<file path="src/rtl/itc_pkg.sv">
// Constants, types and op codes for the interrupt and timer control instruction unit
//
// Contract
// (RULE1) Disable-interrupts op writes 0 to the global interrupt enable flag.
// (RULE2) Enable-interrupts op writes 1 to the global interrupt enable flag.
// (RULE3) Ext-0 flag test: mask bit 0 clear, set flag is cleared and skips; else no-op.
// (RULE4) Ext-1 flag test: mask bit 1 clear, set flag is cleared and skips; else no-op.
// (RULE5) Ext-0 pin test with polarity bit 0 skips on low pin, runs on high.
// (RULE6) Ext-0 pin test with polarity bit 1 skips on high pin, runs on low.
// (RULE7) Ext-1 pin test with polarity bit 0 skips on low pin, runs on high.
// (RULE8) Ext-1 pin test with polarity bit 1 skips on high pin, runs on low.
// (RULE9) Ops move first interrupt control register to and from accumulator, carry untouched.
// (RULE10) Ops move second interrupt control register to and from accumulator.
// (RULE11) Ops move first interrupt pin control register to and from accumulator.
// (RULE12) Ops move second interrupt pin control register to and from accumulator.
// (RULE13) Write-only op copies accumulator bits 1:0 into timer aux control register.
// (RULE14) Ops move first timer control register to and from accumulator.
// (RULE15) Ops move second timer control register to and from accumulator.
// (RULE16) Ops move third timer control register to and from accumulator.
// (RULE17) Ops move fifth timer control register to and from accumulator.
// (RULE18) Each op takes one cycle; a skipped op is accepted but has no effect.
// (RULE19) Accumulator and control registers are 4 bits, moved unchanged in parallel; the code keeps the timer aux control register at 2 bits.
package itc_pkg;

  // Data widths
  localparam int ACC_W = 4;
  localparam int AUX_W = 2;
  localparam int WB_AW = 8;
  localparam int WB_DW = 32;
  localparam int EV_W  = 4;

  // Reset values
  localparam logic [ACC_W-1:0] CTRL_RST = 4'h0;
  localparam logic [AUX_W-1:0] AUX_RST  = 2'h0;
  localparam logic [EV_W-1:0]  EV_RST   = 4'h0;

  // Control bit positions
  localparam int EXT0_MASK_POS = 0;
  localparam int EXT1_MASK_POS = 1;
  localparam int POL_POS       = 2;

  // Register offsets (byte addresses)
  localparam logic [WB_AW-1:0] ADDR_STATE = 8'h00;
  localparam logic [WB_AW-1:0] ADDR_ISTAT = 8'h04;
  localparam logic [WB_AW-1:0] ADDR_IMASK = 8'h08;
  localparam logic [WB_AW-1:0] ADDR_IREGS = 8'h0C;
  localparam logic [WB_AW-1:0] ADDR_TREGS = 8'h10;

  // Event bit positions in status and mask
  localparam int EV_EXT0 = 0;
  localparam int EV_EXT1 = 1;
  localparam int EV_SKIP = 2;
  localparam int EV_SUPP = 3;

  // Operations issued by the sequencer
  typedef enum logic [4:0] {
    OP_NOP       = 5'h00,
    OP_IRQ_DIS   = 5'h01,
    OP_IRQ_EN    = 5'h02,
    OP_TST_FLG0  = 5'h03,
    OP_TST_FLG1  = 5'h04,
    OP_TST_PIN0  = 5'h05,
    OP_TST_PIN1  = 5'h06,
    OP_RD_ICA    = 5'h07,
    OP_WR_ICA    = 5'h08,
    OP_RD_ICB    = 5'h09,
    OP_WR_ICB    = 5'h0A,
    OP_RD_IPA    = 5'h0B,
    OP_WR_IPA    = 5'h0C,
    OP_RD_IPB    = 5'h0D,
    OP_WR_IPB    = 5'h0E,
    OP_WR_AUX    = 5'h0F,
    OP_RD_TCA    = 5'h10,
    OP_WR_TCA    = 5'h11,
    OP_RD_TCB    = 5'h12,
    OP_WR_TCB    = 5'h13,
    OP_RD_TCC    = 5'h14,
    OP_WR_TCC    = 5'h15,
    OP_RD_TCE    = 5'h16,
    OP_WR_TCE    = 5'h17
  } itc_op_t;

  // Execution state: next op runs or is suppressed
  typedef enum logic [0:0] {
    ST_EXEC = 1'b0,
    ST_SKIP = 1'b1
  } itc_state_t;

  // Instruction request from the sequencer
  typedef struct packed {
    logic              valid;
    itc_op_t           op;
    logic [ACC_W-1:0]  acc;
  } itc_instr_t;

  // Interrupt control registers
  typedef struct packed {
    logic [ACC_W-1:0] irq_ctrl_reg_a;
    logic [ACC_W-1:0] irq_ctrl_reg_b;
    logic [ACC_W-1:0] irq_pin_ctrl_reg_a;
    logic [ACC_W-1:0] irq_pin_ctrl_reg_b;
  } itc_irq_regs_t;

  // Timer control registers
  typedef struct packed {
    logic [AUX_W-1:0] timer_aux_ctrl_reg;
    logic [ACC_W-1:0] timer_ctrl_reg_a;
    logic [ACC_W-1:0] timer_ctrl_reg_b;
    logic [ACC_W-1:0] timer_ctrl_reg_c;
    logic [ACC_W-1:0] timer_ctrl_reg_e;
  } itc_tmr_regs_t;

endpackage : itc_pkg

</file>
<file path="src/rtl/itc_sync.sv">
// Two-stage synchroniser for asynchronous pin levels
`timescale 1ns/1ps
`default_nettype none
module itc_sync #(
  parameter int W      = 2,
  parameter int STAGES = 2
) (
  // Clock and reset
  input  wire logic         ref_clk_i,
  input  wire logic         rst_n_i,
  // Levels
  input  wire logic [W-1:0] async_i,
  output logic      [W-1:0] sync_o
);

  logic [W-1:0] stage_reg [STAGES];

  // Refuse a chain too short to settle metastability
  if (STAGES < 2) begin : g_bad_stages
    $error("itc_sync needs at least two stages");
  end

  // Shift chain, first stage read only by the second
  always_ff @(posedge ref_clk_i or negedge rst_n_i) begin
    if (!rst_n_i) begin
      for (int i = 0; i < STAGES; i++) stage_reg[i] <= '0;
    end else begin
      stage_reg[0] <= async_i;
      for (int i = 1; i < STAGES; i++) stage_reg[i] <= stage_reg[i-1];
    end
  end

  assign sync_o = stage_reg[STAGES-1];

endmodule : itc_sync
`default_nettype wire

</file>
<file path="src/rtl/itc_exec.sv">
// Execution unit for interrupt and timer control operations with Wishbone view
`timescale 1ns/1ps
`default_nettype none
module itc_exec
  import itc_pkg::*;
(
  // Clock and reset
  input  wire logic                ref_clk_i,
  input  wire logic                rst_n_i,
  // Sequencer request
  input  wire itc_instr_t          instr_i,
  // Answer to sequencer
  output logic     [ACC_W-1:0]     acc_o,
  output logic                     acc_load_o,
  output logic                     skip_o,
  // Request flag set events
  input  wire logic                ext_zero_req_set_i,
  input  wire logic                ext_one_req_set_i,
  // External interrupt pins
  input  wire logic                ext_irq_pin_zero_i,
  input  wire logic                ext_irq_pin_one_i,
  // Flags and control registers to the core
  output logic                     global_irq_enable_flag_o,
  output logic                     ext_zero_request_flag_o,
  output logic                     ext_one_request_flag_o,
  output itc_irq_regs_t            irq_regs_o,
  output itc_tmr_regs_t            tmr_regs_o,
  // Wishbone slave
  input  wire logic                wb_cyc_i,
  input  wire logic                wb_stb_i,
  input  wire logic                wb_we_i,
  input  wire logic [WB_AW-1:0]    wb_adr_i,
  input  wire logic [3:0]          wb_sel_i,
  input  wire logic [WB_DW-1:0]    wb_dat_i,
  output logic      [WB_DW-1:0]    wb_dat_o,
  output logic                     wb_ack_o,
  // Interrupt
  output logic                     irq_o
);

  // Skip test on a request flag, gated by its mask bit
  function automatic logic flag_hit(input logic mask_bit, input logic flag);
    flag_hit = !mask_bit && flag;
  endfunction : flag_hit

  // Skip test on a pin level with selectable polarity
  function automatic logic pin_hit(input logic pin, input logic pol);
    pin_hit = pol ? pin : !pin;
  endfunction : pin_hit

  // Sized copy of an 18-bit register view into a wide bus word
  function automatic logic [WB_DW-1:0] widen(input logic [17:0] v);
    widen = {14'h0000, v};
  endfunction : widen

  logic [1:0]       pins_sync;
  itc_state_t       state_reg;
  itc_state_t       state_next;
  logic             run;
  logic             suppress;
  logic             skip_now;
  logic             clr_flag0;
  logic             clr_flag1;
  logic             global_irq_enable_flag_reg;
  logic             flag0_reg;
  logic             flag1_reg;
  itc_irq_regs_t    irq_reg;
  itc_tmr_regs_t    tmr_reg;
  logic [ACC_W-1:0] acc_reg;
  logic             acc_load_reg;
  logic             skip_reg;
  logic [EV_W-1:0]  stat_reg;
  logic [EV_W-1:0]  mask_reg;
  logic [EV_W-1:0]  ev_set;
  logic             ack_reg;
  logic [WB_DW-1:0] rdat_reg;
  logic             wb_req;
  logic             wb_rd_stat;
  logic             wb_wr_mask;

  // Pin levels cross into the core clock
  itc_sync #(
    .W      (2),
    .STAGES (2)
  ) itc_sync_inst (
    .ref_clk_i (ref_clk_i),
    .rst_n_i   (rst_n_i),
    .async_i   ({ext_irq_pin_one_i, ext_irq_pin_zero_i}),
    .sync_o    (pins_sync)
  );

  // An op runs unless it follows a taken skip
  assign run      = instr_i.valid && (state_reg == ST_EXEC);   // RULE18
  assign suppress = instr_i.valid && (state_reg == ST_SKIP);   // RULE18

  // Skip decision and flag clears for the test ops
  always_comb begin
    skip_now  = 1'b0;
    clr_flag0 = 1'b0;
    clr_flag1 = 1'b0;
    if (run) begin
      case (instr_i.op)
        OP_TST_FLG0: begin
          skip_now  = flag_hit(irq_reg.irq_ctrl_reg_a[EXT0_MASK_POS], flag0_reg); // RULE3
          clr_flag0 = skip_now;                                                    // RULE3
        end
        OP_TST_FLG1: begin
          skip_now  = flag_hit(irq_reg.irq_ctrl_reg_a[EXT1_MASK_POS], flag1_reg); // RULE4
          clr_flag1 = skip_now;                                                    // RULE4
        end
        OP_TST_PIN0: begin
          skip_now = pin_hit(pins_sync[0], irq_reg.irq_pin_ctrl_reg_a[POL_POS]); // RULE5 RULE6
        end
        OP_TST_PIN1: begin
          skip_now = pin_hit(pins_sync[1], irq_reg.irq_pin_ctrl_reg_b[POL_POS]); // RULE7 RULE8
        end
        default: begin
          skip_now = 1'b0;
        end
      endcase
    end
  end

  // Skip sequencing: one suppressed op after a taken skip
  always_comb begin
    state_next = state_reg;
    case (state_reg)
      ST_EXEC: begin
        if (skip_now) state_next = ST_SKIP;   // RULE18
      end
      ST_SKIP: begin
        if (instr_i.valid) state_next = ST_EXEC;   // RULE18
      end
      default: begin
        state_next = ST_EXEC;
      end
    endcase
  end

  // State register
  always_ff @(posedge ref_clk_i or negedge rst_n_i) begin
    if (!rst_n_i) begin
      state_reg <= ST_EXEC;
    end else begin
      state_reg <= state_next;
    end
  end

  // Global interrupt enable flag
  always_ff @(posedge ref_clk_i or negedge rst_n_i) begin
    if (!rst_n_i) begin
      global_irq_enable_flag_reg <= 1'b0;
    end else if (run && instr_i.op == OP_IRQ_DIS) begin
      global_irq_enable_flag_reg <= 1'b0;   // RULE1
    end else if (run && instr_i.op == OP_IRQ_EN) begin
      global_irq_enable_flag_reg <= 1'b1;   // RULE2
    end
  end

  // Request flags: a set in the clearing cycle wins
  always_ff @(posedge ref_clk_i or negedge rst_n_i) begin
    if (!rst_n_i) begin
      flag0_reg <= 1'b0;
      flag1_reg <= 1'b0;
    end else begin
      flag0_reg <= ext_zero_req_set_i || (flag0_reg && !clr_flag0);   // RULE3
      flag1_reg <= ext_one_req_set_i  || (flag1_reg && !clr_flag1);   // RULE4
    end
  end

  // Interrupt control register loads from the accumulator
  always_ff @(posedge ref_clk_i or negedge rst_n_i) begin
    if (!rst_n_i) begin
      irq_reg <= {CTRL_RST, CTRL_RST, CTRL_RST, CTRL_RST};
    end else if (run) begin
      case (instr_i.op)
        OP_WR_ICA: irq_reg.irq_ctrl_reg_a     <= instr_i.acc;   // RULE9 RULE19
        OP_WR_ICB: irq_reg.irq_ctrl_reg_b     <= instr_i.acc;   // RULE10 RULE19
        OP_WR_IPA: irq_reg.irq_pin_ctrl_reg_a <= instr_i.acc;   // RULE11 RULE19
        OP_WR_IPB: irq_reg.irq_pin_ctrl_reg_b <= instr_i.acc;   // RULE12 RULE19
        default: begin
        end
      endcase
    end
  end

  // Timer control register loads from the accumulator
  always_ff @(posedge ref_clk_i or negedge rst_n_i) begin
    if (!rst_n_i) begin
      tmr_reg <= {AUX_RST, CTRL_RST, CTRL_RST, CTRL_RST, CTRL_RST};
    end else if (run) begin
      case (instr_i.op)
        OP_WR_AUX: tmr_reg.timer_aux_ctrl_reg <= instr_i.acc[AUX_W-1:0];   // RULE13
        OP_WR_TCA: tmr_reg.timer_ctrl_reg_a   <= instr_i.acc;   // RULE14 RULE19
        OP_WR_TCB: tmr_reg.timer_ctrl_reg_b   <= instr_i.acc;   // RULE15 RULE19
        OP_WR_TCC: tmr_reg.timer_ctrl_reg_c   <= instr_i.acc;   // RULE16 RULE19
        OP_WR_TCE: tmr_reg.timer_ctrl_reg_e   <= instr_i.acc;   // RULE17 RULE19
        default: begin
        end
      endcase
    end
  end

  // Register reads back to the accumulator, carry never touched
  always_ff @(posedge ref_clk_i or negedge rst_n_i) begin
    if (!rst_n_i) begin
      acc_reg      <= CTRL_RST;
      acc_load_reg <= 1'b0;
    end else begin
      acc_load_reg <= 1'b0;
      if (run) begin
        case (instr_i.op)
          OP_RD_ICA: begin
            acc_reg      <= irq_reg.irq_ctrl_reg_a;   // RULE9 RULE19
            acc_load_reg <= 1'b1;
          end
          OP_RD_ICB: begin
            acc_reg      <= irq_reg.irq_ctrl_reg_b;   // RULE10
            acc_load_reg <= 1'b1;
          end
          OP_RD_IPA: begin
            acc_reg      <= irq_reg.irq_pin_ctrl_reg_a;   // RULE11
            acc_load_reg <= 1'b1;
          end
          OP_RD_IPB: begin
            acc_reg      <= irq_reg.irq_pin_ctrl_reg_b;   // RULE12
            acc_load_reg <= 1'b1;
          end
          OP_RD_TCA: begin
            acc_reg      <= tmr_reg.timer_ctrl_reg_a;   // RULE14
            acc_load_reg <= 1'b1;
          end
          OP_RD_TCB: begin
            acc_reg      <= tmr_reg.timer_ctrl_reg_b;   // RULE15
            acc_load_reg <= 1'b1;
          end
          OP_RD_TCC: begin
            acc_reg      <= tmr_reg.timer_ctrl_reg_c;   // RULE16
            acc_load_reg <= 1'b1;
          end
          OP_RD_TCE: begin
            acc_reg      <= tmr_reg.timer_ctrl_reg_e;   // RULE17
            acc_load_reg <= 1'b1;
          end
          default: begin
          end
        endcase
      end
    end
  end

  // Skip answer, one cycle after the testing op
  always_ff @(posedge ref_clk_i or negedge rst_n_i) begin
    if (!rst_n_i) begin
      skip_reg <= 1'b0;
    end else begin
      skip_reg <= skip_now;   // RULE18
    end
  end

  // Bus request decode
  assign wb_req     = wb_cyc_i && wb_stb_i && !ack_reg;
  assign wb_rd_stat = wb_req && !wb_we_i && (wb_adr_i == ADDR_ISTAT);
  assign wb_wr_mask = wb_req && wb_we_i && (wb_adr_i == ADDR_IMASK) && wb_sel_i[0];

  // Events that feed the sticky status
  always_comb begin
    ev_set          = EV_RST;
    ev_set[EV_EXT0] = ext_zero_req_set_i;
    ev_set[EV_EXT1] = ext_one_req_set_i;
    ev_set[EV_SKIP] = skip_now;
    ev_set[EV_SUPP] = suppress;
  end

  // Sticky status, cleared by its read, set wins over the clear
  always_ff @(posedge ref_clk_i or negedge rst_n_i) begin
    if (!rst_n_i) begin
      stat_reg <= EV_RST;
    end else if (wb_rd_stat) begin
      stat_reg <= ev_set;
    end else begin
      stat_reg <= stat_reg | ev_set;
    end
  end

  // Interrupt mask, written on the low byte lane
  always_ff @(posedge ref_clk_i or negedge rst_n_i) begin
    if (!rst_n_i) begin
      mask_reg <= EV_RST;
    end else if (wb_wr_mask) begin
      mask_reg <= wb_dat_i[EV_W-1:0];
    end
  end

  // Bus answer: ack one cycle after the request, read data registered
  always_ff @(posedge ref_clk_i or negedge rst_n_i) begin
    if (!rst_n_i) begin
      ack_reg  <= 1'b0;
      rdat_reg <= '0;
    end else begin
      ack_reg <= wb_req;
      if (wb_req && !wb_we_i) begin
        case (wb_adr_i)
          ADDR_STATE: rdat_reg <= widen({13'h0000, pins_sync, flag1_reg, flag0_reg, global_irq_enable_flag_reg});
          ADDR_ISTAT: rdat_reg <= widen({14'h0000, stat_reg});
          ADDR_IMASK: rdat_reg <= widen({14'h0000, mask_reg});
          ADDR_IREGS: rdat_reg <= widen({2'h0, irq_reg});
          ADDR_TREGS: rdat_reg <= widen(tmr_reg);
          default:    rdat_reg <= '0;
        endcase
      end
    end
  end

  // Output drive
  assign acc_o                    = acc_reg;
  assign acc_load_o               = acc_load_reg;
  assign skip_o                   = skip_reg;
  assign global_irq_enable_flag_o = global_irq_enable_flag_reg;
  assign ext_zero_request_flag_o  = flag0_reg;
  assign ext_one_request_flag_o   = flag1_reg;
  assign irq_regs_o               = irq_reg;
  assign tmr_regs_o               = tmr_reg;
  assign wb_dat_o                 = rdat_reg;
  assign wb_ack_o                 = ack_reg;
  assign irq_o                    = |(stat_reg & mask_reg);

endmodule : itc_exec
`default_nettype wire

</file>
<file path="config.mk">
export PLATFORM = sky130hd
export DESIGN_NAME = itc_exec
export DESIGN_NICKNAME = d
export VERILOG_FILES = /design/src/rtl/itc_pkg.sv /design/src/rtl/itc_sync.sv /design/src/rtl/itc_exec.sv
export SDC_FILE = /design/constraint.sdc
export NUM_CORES = 1
export LEC_CHECK = 0
export BUFFER_PORTS_ARGS = -buffer_cell sky130_fd_sc_hd__buf_2
export CELL_PAD_IN_SITES_DETAIL_PLACEMENT = 0
export CELL_PAD_IN_SITES_GLOBAL_PLACEMENT = 1
export CORE_MARGIN = 3
export CORE_UTILIZATION = 34
export DETAILED_ROUTE_END_ITERATION = 8
export PLACE_DENSITY = 0.88
export SLEW_MARGIN = 15
export SYNTH_ARGS = -nofsm -noshare
export SYNTH_HDL_FRONTEND = slang
export SYNTH_SLANG_ARGS = --single-unit
export TNS_END_PERCENT = 50
</file>
<file path="constraint.sdc">
create_clock -name ref_clk_i -period 1.87 [get_ports ref_clk_i]
set_clock_uncertainty 0.2 [all_clocks]
set_input_delay 0.0935 -clock ref_clk_i [delete_from_list [all_inputs] [get_ports ref_clk_i]]
set_output_delay 0.0935 -clock ref_clk_i [all_outputs]
set_load 0.02 [all_outputs]
</file>
### Yosys cells after proc, flatten, opt, wreduce, memory -nomap -nowiden

Index checks and enable logic that the tools add are counted.
W data, S select, Z words.

* logic and storage cells: 110
* register bits: 89
* input bits: 63
* output and inout bits: 77

* muxes and demuxes: 18
* reduce and logical (&&, ||, !) cells: 40
* bitwise logic cells: 3
* eq/ne operators: 27

Operator list (count)
* $pmux W18 S5: 1
* $eq A5 B4 Y1 const B: 8
* $eq A5 B5 Y1 const B: 8
* $pmux W4 S8: 1
* $eq A5 B3 Y1 const B: 4
* $reduce_and A2 Y1: 10
* $eq A8 B4 Y1 const B: 2
* $logic_and A1 B1 Y1: 15
* $mux W1: 13
* $eq A5 B2 Y1 const B: 2
* $eq A8 B3 Y1 const B: 1
* $eq A8 B5 Y1 const B: 1
* $logic_not A1 Y1: 8
* $logic_not A8 Y1: 1
* $reduce_bool A8 Y1: 1
* $reduce_or A8 Y1: 1
* $eq A5 B1 Y1 const B: 1
* $and A4 B4 Y4: 1
* $mux W4: 1
* $or A4 B4 Y4: 1
* $pmux W1 S4: 1
* $reduce_or A4 Y1: 1
* $logic_or A1 B1 Y1: 2
* $pmux W1 S2: 1
* 2 further kinds: 2

### Logic depth before layout (Yosys ltp)

Gate-level depths: netlist of run 1.

* depth after elaboration: 7
* depth in mapped cells: 6
* mapped depth without buffers: 4

### Modules after synthesis

A second synthesis of run 1 with hierarchy kept.

* cells, all modules: 330
* area, all modules: 3808.7 um^2

By module, submodules not included
* itc_exec: area an instance 3693.5 um^2, cells an instance 324, times used 1, seq. area each 1776.7 um^2
* itc_sync: area an instance 115.1 um^2, cells an instance 6, times used 1, seq. area each 100.1 um^2

### Worst setup path after synthesis of run 1

No wires, ideal clock.

* path type: reg-to-reg
* start: register state_reg
* end: register irq_reg (netlist bit irq_regs_o[10])
* setup time: 0.125 ns
* stages on the path, launching flop included: 5
* buffers on the path: 0
* data arrival time: 1.738 ns
* clock period less this slack: 2.063 ns
* required time: 1.545 ns
* setup slack: -0.193 ns
* cell sequence: dfrtp_1 > nor3b_1 > nand3b_1 > nor3b_1 > mux2_2

* cells in the longest elaborated chain, start to end: 3

RTL lines
* start, declared: line itc_exec.sv:57 `itc_state_t state_reg;`
* start signal, assigned: line itc_exec.sv:145 `state_reg <= state_next;`
* $not A1 Y1
* $logic_and A1 B1 Y1: line itc_exec.sv:93 `assign run = instr_i.valid && (state_reg == ST_EXEC);`
* $reduce_and A2 Y1 (no line)
* end signal, assigned: line itc_exec.sv:174 `irq_reg <= {CTRL_RST, CTRL_RST, CTRL_RST, CTRL_RST};`
* end, declared: line itc_exec.sv:67 `itc_irq_regs_t irq_reg;`

No other way between the ends.
A chain may end at the register's enable or synchronous reset.

### Worst setup path in the final report of run 1

* start: register state_reg
* end: register acc_reg[2], in the netlist acc_o[2]

* cells in the longest elaborated chain, start to end: 3

RTL lines
* $not A1 Y1
* $logic_and A1 B1 Y1: line itc_exec.sv:93
* $reduce_and A2 Y1 (no line)
* end signal, assigned: line itc_exec.sv:214 `acc_reg <= irq_reg.irq_ctrl_reg_a;`
* end signal, assigned: line itc_exec.sv:218 `acc_reg <= irq_reg.irq_ctrl_reg_b;`
* end signal, assigned: line itc_exec.sv:222 `acc_reg <= irq_reg.irq_pin_ctrl_reg_a;`
* end, declared: line itc_exec.sv:69 `logic [ACC_W-1:0] acc_reg;`

No other way between the ends.

==> results list, run 1 <==
* Worst EP arrival: ~1900 ps
- The synthesized design contains 0 enable-type register cells.
- Power density of the placed cells: 943 nW/um^2
- The region available for standard cell placement spans 10500 um^2.
- The cell area that synthesis handed to floorplanning was 3740 um^2.
* Post-synthesis sequential area ratio: 50.2%
* Number of ports placed on the die boundary: 140
- Shortest period the worst path allows: 1820 ps
- No sink is reached through more buffers than the 2 on the longest clock path.
- Setup repair after global routing could not meet its margin everywhere.
- Vias in the first global route: 3298
- The min-delay analysis places its worst path in the category input port to register.
- The first global-routing pass estimated 17.7 mm of wire.
- Summing all placed instances gives a cell area of about 4500 um^2.
- In this run the static leakage power is 2.40 nW.
* Per-cell via count in the routed design: about 5.3
- At the pin with the least slew margin, the transition time is 502 ps.
* Cell accounting for the most synthesized area: sky130_fd_sc_hd__dfrtp_1
* Library cells used by synthesis: 49
* Total global routing track utilization: 17.9%
* Most used standard cell by instance count after synthesis: sky130_fd_sc_hd__dfrtp_1
- Most common flop cell mapped by yosys: sky130_fd_sc_hd__dfrtp_1
- Critical path endpoint category: register
- The clock drives 75 sinks.
* Hold violation count in the final report: 0
* Count of maximum capacitance violations: 0
- The initial utilization of the core area, before any placement, comes to 35.6%.
- Via count: 3197
- In this run the mean area of a mapped cell was 11.4 um^2.
* Count of input and output buffers: 94
- Number of violations reported at the end of detailed-routing iteration 0: 209
- Clock transition at path regs: 80 ps
- The repair_antennas step left the layout with diodes totalling 0.
* Syn Inst Count: 328
- Fin. max-slew vios: 0
- Across all hold checks on the routed design, the worst slack comes to about 13 ps.
- From bottom edge to top edge, the die measures 111 um.
* Drt drc: 0
* Fraction of final layout cells sized beyond drive strength 1: 43.4%
- Data required time at the worst endpoint: 1910 ps
* Clock root buffer: sky130_fd_sc_hd__clkbuf_8
- The die is 111 um wide.
* Per-cell routed wire length: 18.0 um
- Number of core rows: 37
* Synth-to-Final Area Change: 34.8%
- Async set-reset flop share out of synthesis: 100%
- STA classifies the critical path startpoint as a register.
* Pin count of the biggest net entering global routing: 76
* Outcome: finished, final reports clean
- Final global-route overflow total: 0
- CTS tree: built
- Derived from the worst setup path, the maximum achievable clock frequency is approximately 550 MHz.
- After synthesis the netlist holds a flip-flop and latch count of 75.
- For the worst-skew pair, the clock arrives at the later sink with an insertion delay of around 350 ps.
- Yosys attributes the largest share of cell area to sky130_fd_sc_hd__dfrtp_1, sky130_fd_sc_hd__mux2_2, sky130_fd_sc_hd__a22oi_1, sky130_fd_sc_hd__mux2i_1, sky130_fd_sc_hd__buf_4.
- Of the available clock period, the critical path in the final layout requires slightly below 100%.
- Once layout is done, the placed cells without fillers occupy 5040 um^2.
- The worst pin sits at a relative slew slack of approximately two thirds.
- Die Footprint: 12300 um^2
* Proportion of netlist area held by the largest area contributor: 50.2%
- Post-synth top cells: sky130_fd_sc_hd__dfrtp_1, sky130_fd_sc_hd__mux2_2, sky130_fd_sc_hd__nand2_1
- Worst Setup Path Type: register to register
- Detailed Route WL: 10.9 mm
- Counting the buffers created by CTS gives 9.
- During synthesis, Yosys emitted a total of 0 warnings.
- After legalization and detailed placement, the total HPWL measured 8.11 mm.
- Peak fanout along the critical path: 4
- Number of nets in the final layout: 528
* Antenna violation net count after detailed routing: 0
- The first detailed-routing pass took 4 iterations.
- H-tree depth: 3
* Setup violators final: 0
- The number of antenna violations at the first check in global routing was 0.
- VDD sags by at most 0.000379 V.
- Routability congestion estimate from global placement: 0.936
## stage by stage
step | total power, mW | std cells | setup slack [ps] | TNS [ps] | utilization, %
after floorplan | 2.63 | 341 | -79.9 | -364 | -
after global placement | 3.12 | 571 | -259 | -2170 | 43.3
after detailed placement | 3.14 | 571 | -225 | -2770 | 43.3
after CTS | 4.77 | 606 | -8.97 | -17.3 | 47.7
after global routing | 4.96 | 606 | -10.2 | -26.3 | 48.0
final | 4.75 | 606 | 49.6 | 0 | 48.0
## report_power, final
group	internal, mW	total, mW	leakage, nW	switching, mW
logic	0.488	1.13	1.31	0.640
registers	1.82	2.02	0.958	0.206
clock network	0.967	1.60	0.130	0.635
## critical path: stages (launching register included)
cell	delay (ps)
sky130_fd_sc_hd__dfrtp_1	440
sky130_fd_sc_hd__nand2b_1	180
sky130_fd_sc_hd__or3b_4	390
sky130_fd_sc_hd__o22ai_4	160
sky130_fd_sc_hd__mux2_2	350
## worst paths after layout
path / startpoint / endpoint / slack (ps) / cells after the start
max reg2reg: state_reg$_DFF_PN0_ / acc_o[2]$_DFFE_PN0P_ / 50 / 4
max in group asynchronous: rst_n_i / irq_regs_o[4]$_DFFE_PN0P_ / 1050 / 3
max: state_reg$_DFF_PN0_ / acc_o[2]$_DFFE_PN0P_ / 50 / 4
min in group asynchronous: rst_n_i / mask_reg[0]$_DFFE_PN0P_ / 80 / 3
min: instr_i[5] / ext_zero_request_flag_o$_DFF_PN0_ / 10 / 4
min reg2reg: itc_sync_inst.stage_reg[2]$_DFF_PN0_ / itc_sync_inst.sync_o[0]$_DFF_PN0_ / 150 / 0
## cell families after synthesis
logic type,count (synthesis),synth area share [%]
other,1,0.100
buffers and inverters,35,4.95
AO/OA/AOI/OAI,76,14.3
multiplexers,56,16.5
AND/OR/NAND/NOR,82,13.3
XOR/XNOR,3,0.703
flip-flops,75,50.2
## cell type report
cell class / instances / area, um^2
well taps: 136 / 170
flip-flops and latches: 75 / 1880
clock buffers: 11 / 151
clock inverters: 5 / 108
repair buffers: 145 / 936
inverters: 3 / 11.3
multi-input cells: 231 / 1790
fillers: 981 / 5470
## cells in the final DEF, fill, tap and decap left out, types with 4 or more instances in the layout
cell type / count
sky130_fd_sc_hd__buf_2: 94
sky130_fd_sc_hd__dfrtp_1: 75
sky130_fd_sc_hd__mux2_2: 44
sky130_fd_sc_hd__buf_4: 30
sky130_fd_sc_hd__nand2_1: 20
sky130_fd_sc_hd__a22oi_1: 20
sky130_fd_sc_hd__o21ai_0: 18
sky130_fd_sc_hd__dlygate4sd3_1: 18
sky130_fd_sc_hd__conb_1: 14
sky130_fd_sc_hd__mux2i_1: 12
sky130_fd_sc_hd__clkbuf_8: 11
sky130_fd_sc_hd__nand3_1: 8
sky130_fd_sc_hd__a22o_1: 8
sky130_fd_sc_hd__nor3_1: 7
sky130_fd_sc_hd__nand2b_1: 4
sky130_fd_sc_hd__a2bb2oi_1: 4
sky130_fd_sc_hd__o22ai_1: 4
## repair_timing
item | CTS | global route
hold endpoints to repair | 123 | 0
buffers inserted | 1 | 0
pin swaps | 1 | 2
endpoints found under the setup margin | 7 | 32
gates resized for setup | 3 | 8
hold buffers | 18 | 0
## metal layers
layer / GRT usage, % / up-vias / routed length (um)
li1: - / 1474 / -
met1: 23.6 / 1578 / 4780
met2: 28.3 / 119 / 5220
met3: 4.91 / 26 / 657
met4: 6.73 / 0 / 285
met5: 0 / - / 0
No activity file was read; power rests on OpenSTA's default activity.
==> run 2: changes to the inputs <==
--- a/config.mk
+++ b/config.mk
@@ -8,6 +8,7 @@
 export BUFFER_PORTS_ARGS = -buffer_cell sky130_fd_sc_hd__buf_2
 export CELL_PAD_IN_SITES_DETAIL_PLACEMENT = 0
 export CELL_PAD_IN_SITES_GLOBAL_PLACEMENT = 1
+export CORE_ASPECT_RATIO = 1.1
 export CORE_MARGIN = 3
 export CORE_UTILIZATION = 34
 export DETAILED_ROUTE_END_ITERATION = 8
==> run 2 against run 1 <==
Compared with the run above: cell count increased by 1.7%; critical path depth is 1 higher; register-to-register slack worse by 40 ps; power is 5.8% higher; via count down 2.0%; die area about the same; clock power up 17%; clock-buffer cell count is 1 lower; critical path type unchanged; critical endpoint is now tmr_regs_o[14]$_DFFE_PN0P_.
==> results list, run 2 (synthesized netlist as in run 1, its figures left out) <==
- Routability congestion estimate from global placement: 0.854
- The critical path in this run is classified as register to register.
- The worst setup path is captured at a register.
- Detailed Route WL: 11.2 mm
* Max incr delay on CP: 450 ps
- The setup check on the worst reg-to-reg path leaves a slack of about 10 ps.
* Number of buffers on the longest clock path: 2
- Crit Reg-Reg Startpoint: state_reg$_DFF_PN0_
- Clock tree synthesis inserted a total of 9 buffers.
- Slew @ Worst Pin: 570 ps
* Clock transition at path regs: 60 ps
- Startpoint types: register
* Post-detail-place hpwl: 8.48 mm
- CP Cell Sequence: nor4bb_2 > buf_4 > buf_4 > nand2_1 > mux2_2
* Crit path capture: tmr_regs_o[14]$_DFFE_PN0P_
- Max-cap violations in this run came to 0.
- Antenna Cells: 0
* Die Footprint: 12300 um^2
- At the worst endpoint, the required time is approximately 1900 ps.
* Max Fclk: about 540 MHz
* Cell leakage power: 2.45 nW
* Setup repair after global routing missed its margin: yes
* Portion of the clock cycle consumed by the worst path in the final layout: 99.4%
* Most used cells in the layout excluding fill and tap cells: sky130_fd_sc_hd__buf_2, sky130_fd_sc_hd__dfrtp_1, sky130_fd_sc_hd__mux2_2
* Pin count of the biggest net entering global routing: 60
- Final global-route overflow total: 0
- The region available for standard cell placement spans 10500 um^2.
- The run finished with clean final reports.
- Clock latency on the worst-skew pair: roughly 340 ps
- The root buffer cell chosen for the clock tree is sky130_fd_sc_hd__clkbuf_16.
- Of all nets on the critical path, the largest fanout is 4.
- IR analysis of the VDD net gives a maximum drop of 0.000612 V.
- The number of antenna violations at the first check in global routing came to 0.
* Final non-filler cell total: 616
* CP max-delay cell: sky130_fd_sc_hd__dfrtp_2
- At the worst endpoint, the arrival time is ~1900 ps.
- Pin placement for this block handled 140 I/O pins.
* Number of iterations in the first detailed-routing pass: 4
* Shortest period the worst path allows: 1860 ps
- H-tree depth: 3
* Reg2Reg Capture Point: tmr_regs_o[14]$_DFFE_PN0P_
* Fraction of final layout cells sized beyond drive strength 1: 44.0%
- The first global-routing pass estimated 17.6 mm of wire.
- The die is 106 um wide.
* Global routing's busiest layer: met2
- Per-cell via count in the routed design: 5.09
- The die is 116 um tall.
- For this run, the total global-route usage over all layers was measured as 18.6%.
- For met3 alone, demand over resource in global routing was 4.46%.
* Relative slew slack: 61.5%
- Count of clock tree sinks: 75
- Power density of the placed cells: about 980 nW/um^2
- Fin. max-slew vios: 0
- Across all layers, the routed design uses 3134 vias.
- Depth of the worst register-to-register path: 5
- Met1 layer usage reported by global route: 23.6%
- Starting utilization of the core area: 35.5%
* Drt drc: 0
- Most common library cell in the layout ignoring fill and taps: sky130_fd_sc_hd__buf_2
- Antenna violation net count after detailed routing: 0
- Per-cell routed wire length: 18.2 um
* Number of core rows: 39
- The most critical setup path has its startpoint at state_reg$_DFF_PN0_.
- During placement, the flow inserted port buffers numbering 94.
- Vias in the first global route: roughly 3200
- Synth-to-Final Area Change: 37.8%
- Setup violations remaining at the end of the flow were counted as 0.
- The number of failing hold endpoints at the final stage was 0.
- Final setup slack of the worst path: 10.3 ps
* Number of violations reported at the end of detailed-routing iteration 0: 152
* CTS tree: built
- For this run, the post-layout net count is between 500 and 600.
- Counting tap cells, the placed design contains a total of around 580 instances.
* Cell seen most often among critical-path stages: sky130_fd_sc_hd__buf_4
* Met2 Track Usage GR: roughly a third
* Class of the worst hold path: input port to asynchronous set/reset pin
- Before CTS, the worst setup slack after placement is -251 ps.
[run 2: repair_timing]
item,CTS,global route
hold endpoints to repair,122,0
setup buffers,1,0
setup endpoints to repair,7,42
gates resized for setup,6,11
hold buffers,16,0
pin swaps,2,2
[run 2: cell type report]
cell class                 count  area, um^2
clock buffer                  10         229
fill                        1006        5390
tap                          143         179
multi-input combinational    231        1810
sequential                    75        1880
inverter                       3        11.3
clock inverter                 6        88.8
timing repair buffer         148         956
[run 2: worst max-delay path: cells and delay by family, from the launching register on]
kind	cells	cell delay, ps
simple gates	2	510
flops	1	450
mux	1	330
buf+inv	2	260
[run 2: per-stage QoR]
stage	power (mW)	instance area [um^2]	utilization, %	hold WS, ps	TNS, ps
floorplan	2.63	3800	-	-402	-364
global placement	3.11	4590	43.6	-161	-2110
detailed placement	3.13	4590	43.6	-150	-2430
CTS	5.05	5110	48.5	3.26	0
global route	5.22	5150	48.9	48.3	-209
finish	5.03	5150	48.9	17.9	0
[run 2: worst min-delay path by stage]
stage	startpoint	to	slack (ps)	depth (start not counted)
after CTS	wb_adr_i[4]	stat_reg[2]$_DFF_PN0_	3	4
after detailed placement	rst_n_i	mask_reg[1]$_DFFE_PN0P_	-150	1
after global routing	wb_adr_i[3]	stat_reg[2]$_DFF_PN0_	50	3
after floorplan	rst_n_i	acc_load_o$_DFF_PN0_	-400	0
final	rst_n_i	wb_dat_o[4]$_DFFE_PN0P_	20	2
after global placement	rst_n_i	mask_reg[0]$_DFFE_PN0P_	-160	1
[run 2: layer usage]
| metal | share of wire (%) | wire length, um |
|---|---|---|
| met4 | 0.98 | 110 |
| met2 | 51 | 5700 |
| met5 | 0 | 0 |
| met1 | 43 | 4810 |
| met3 | 5.2 | 579 |
[run 2: power by group]
part	switching [mW]	internal [mW]
sequential	0.213	1.82
clock	0.699	1.17
combinational	0.630	0.495
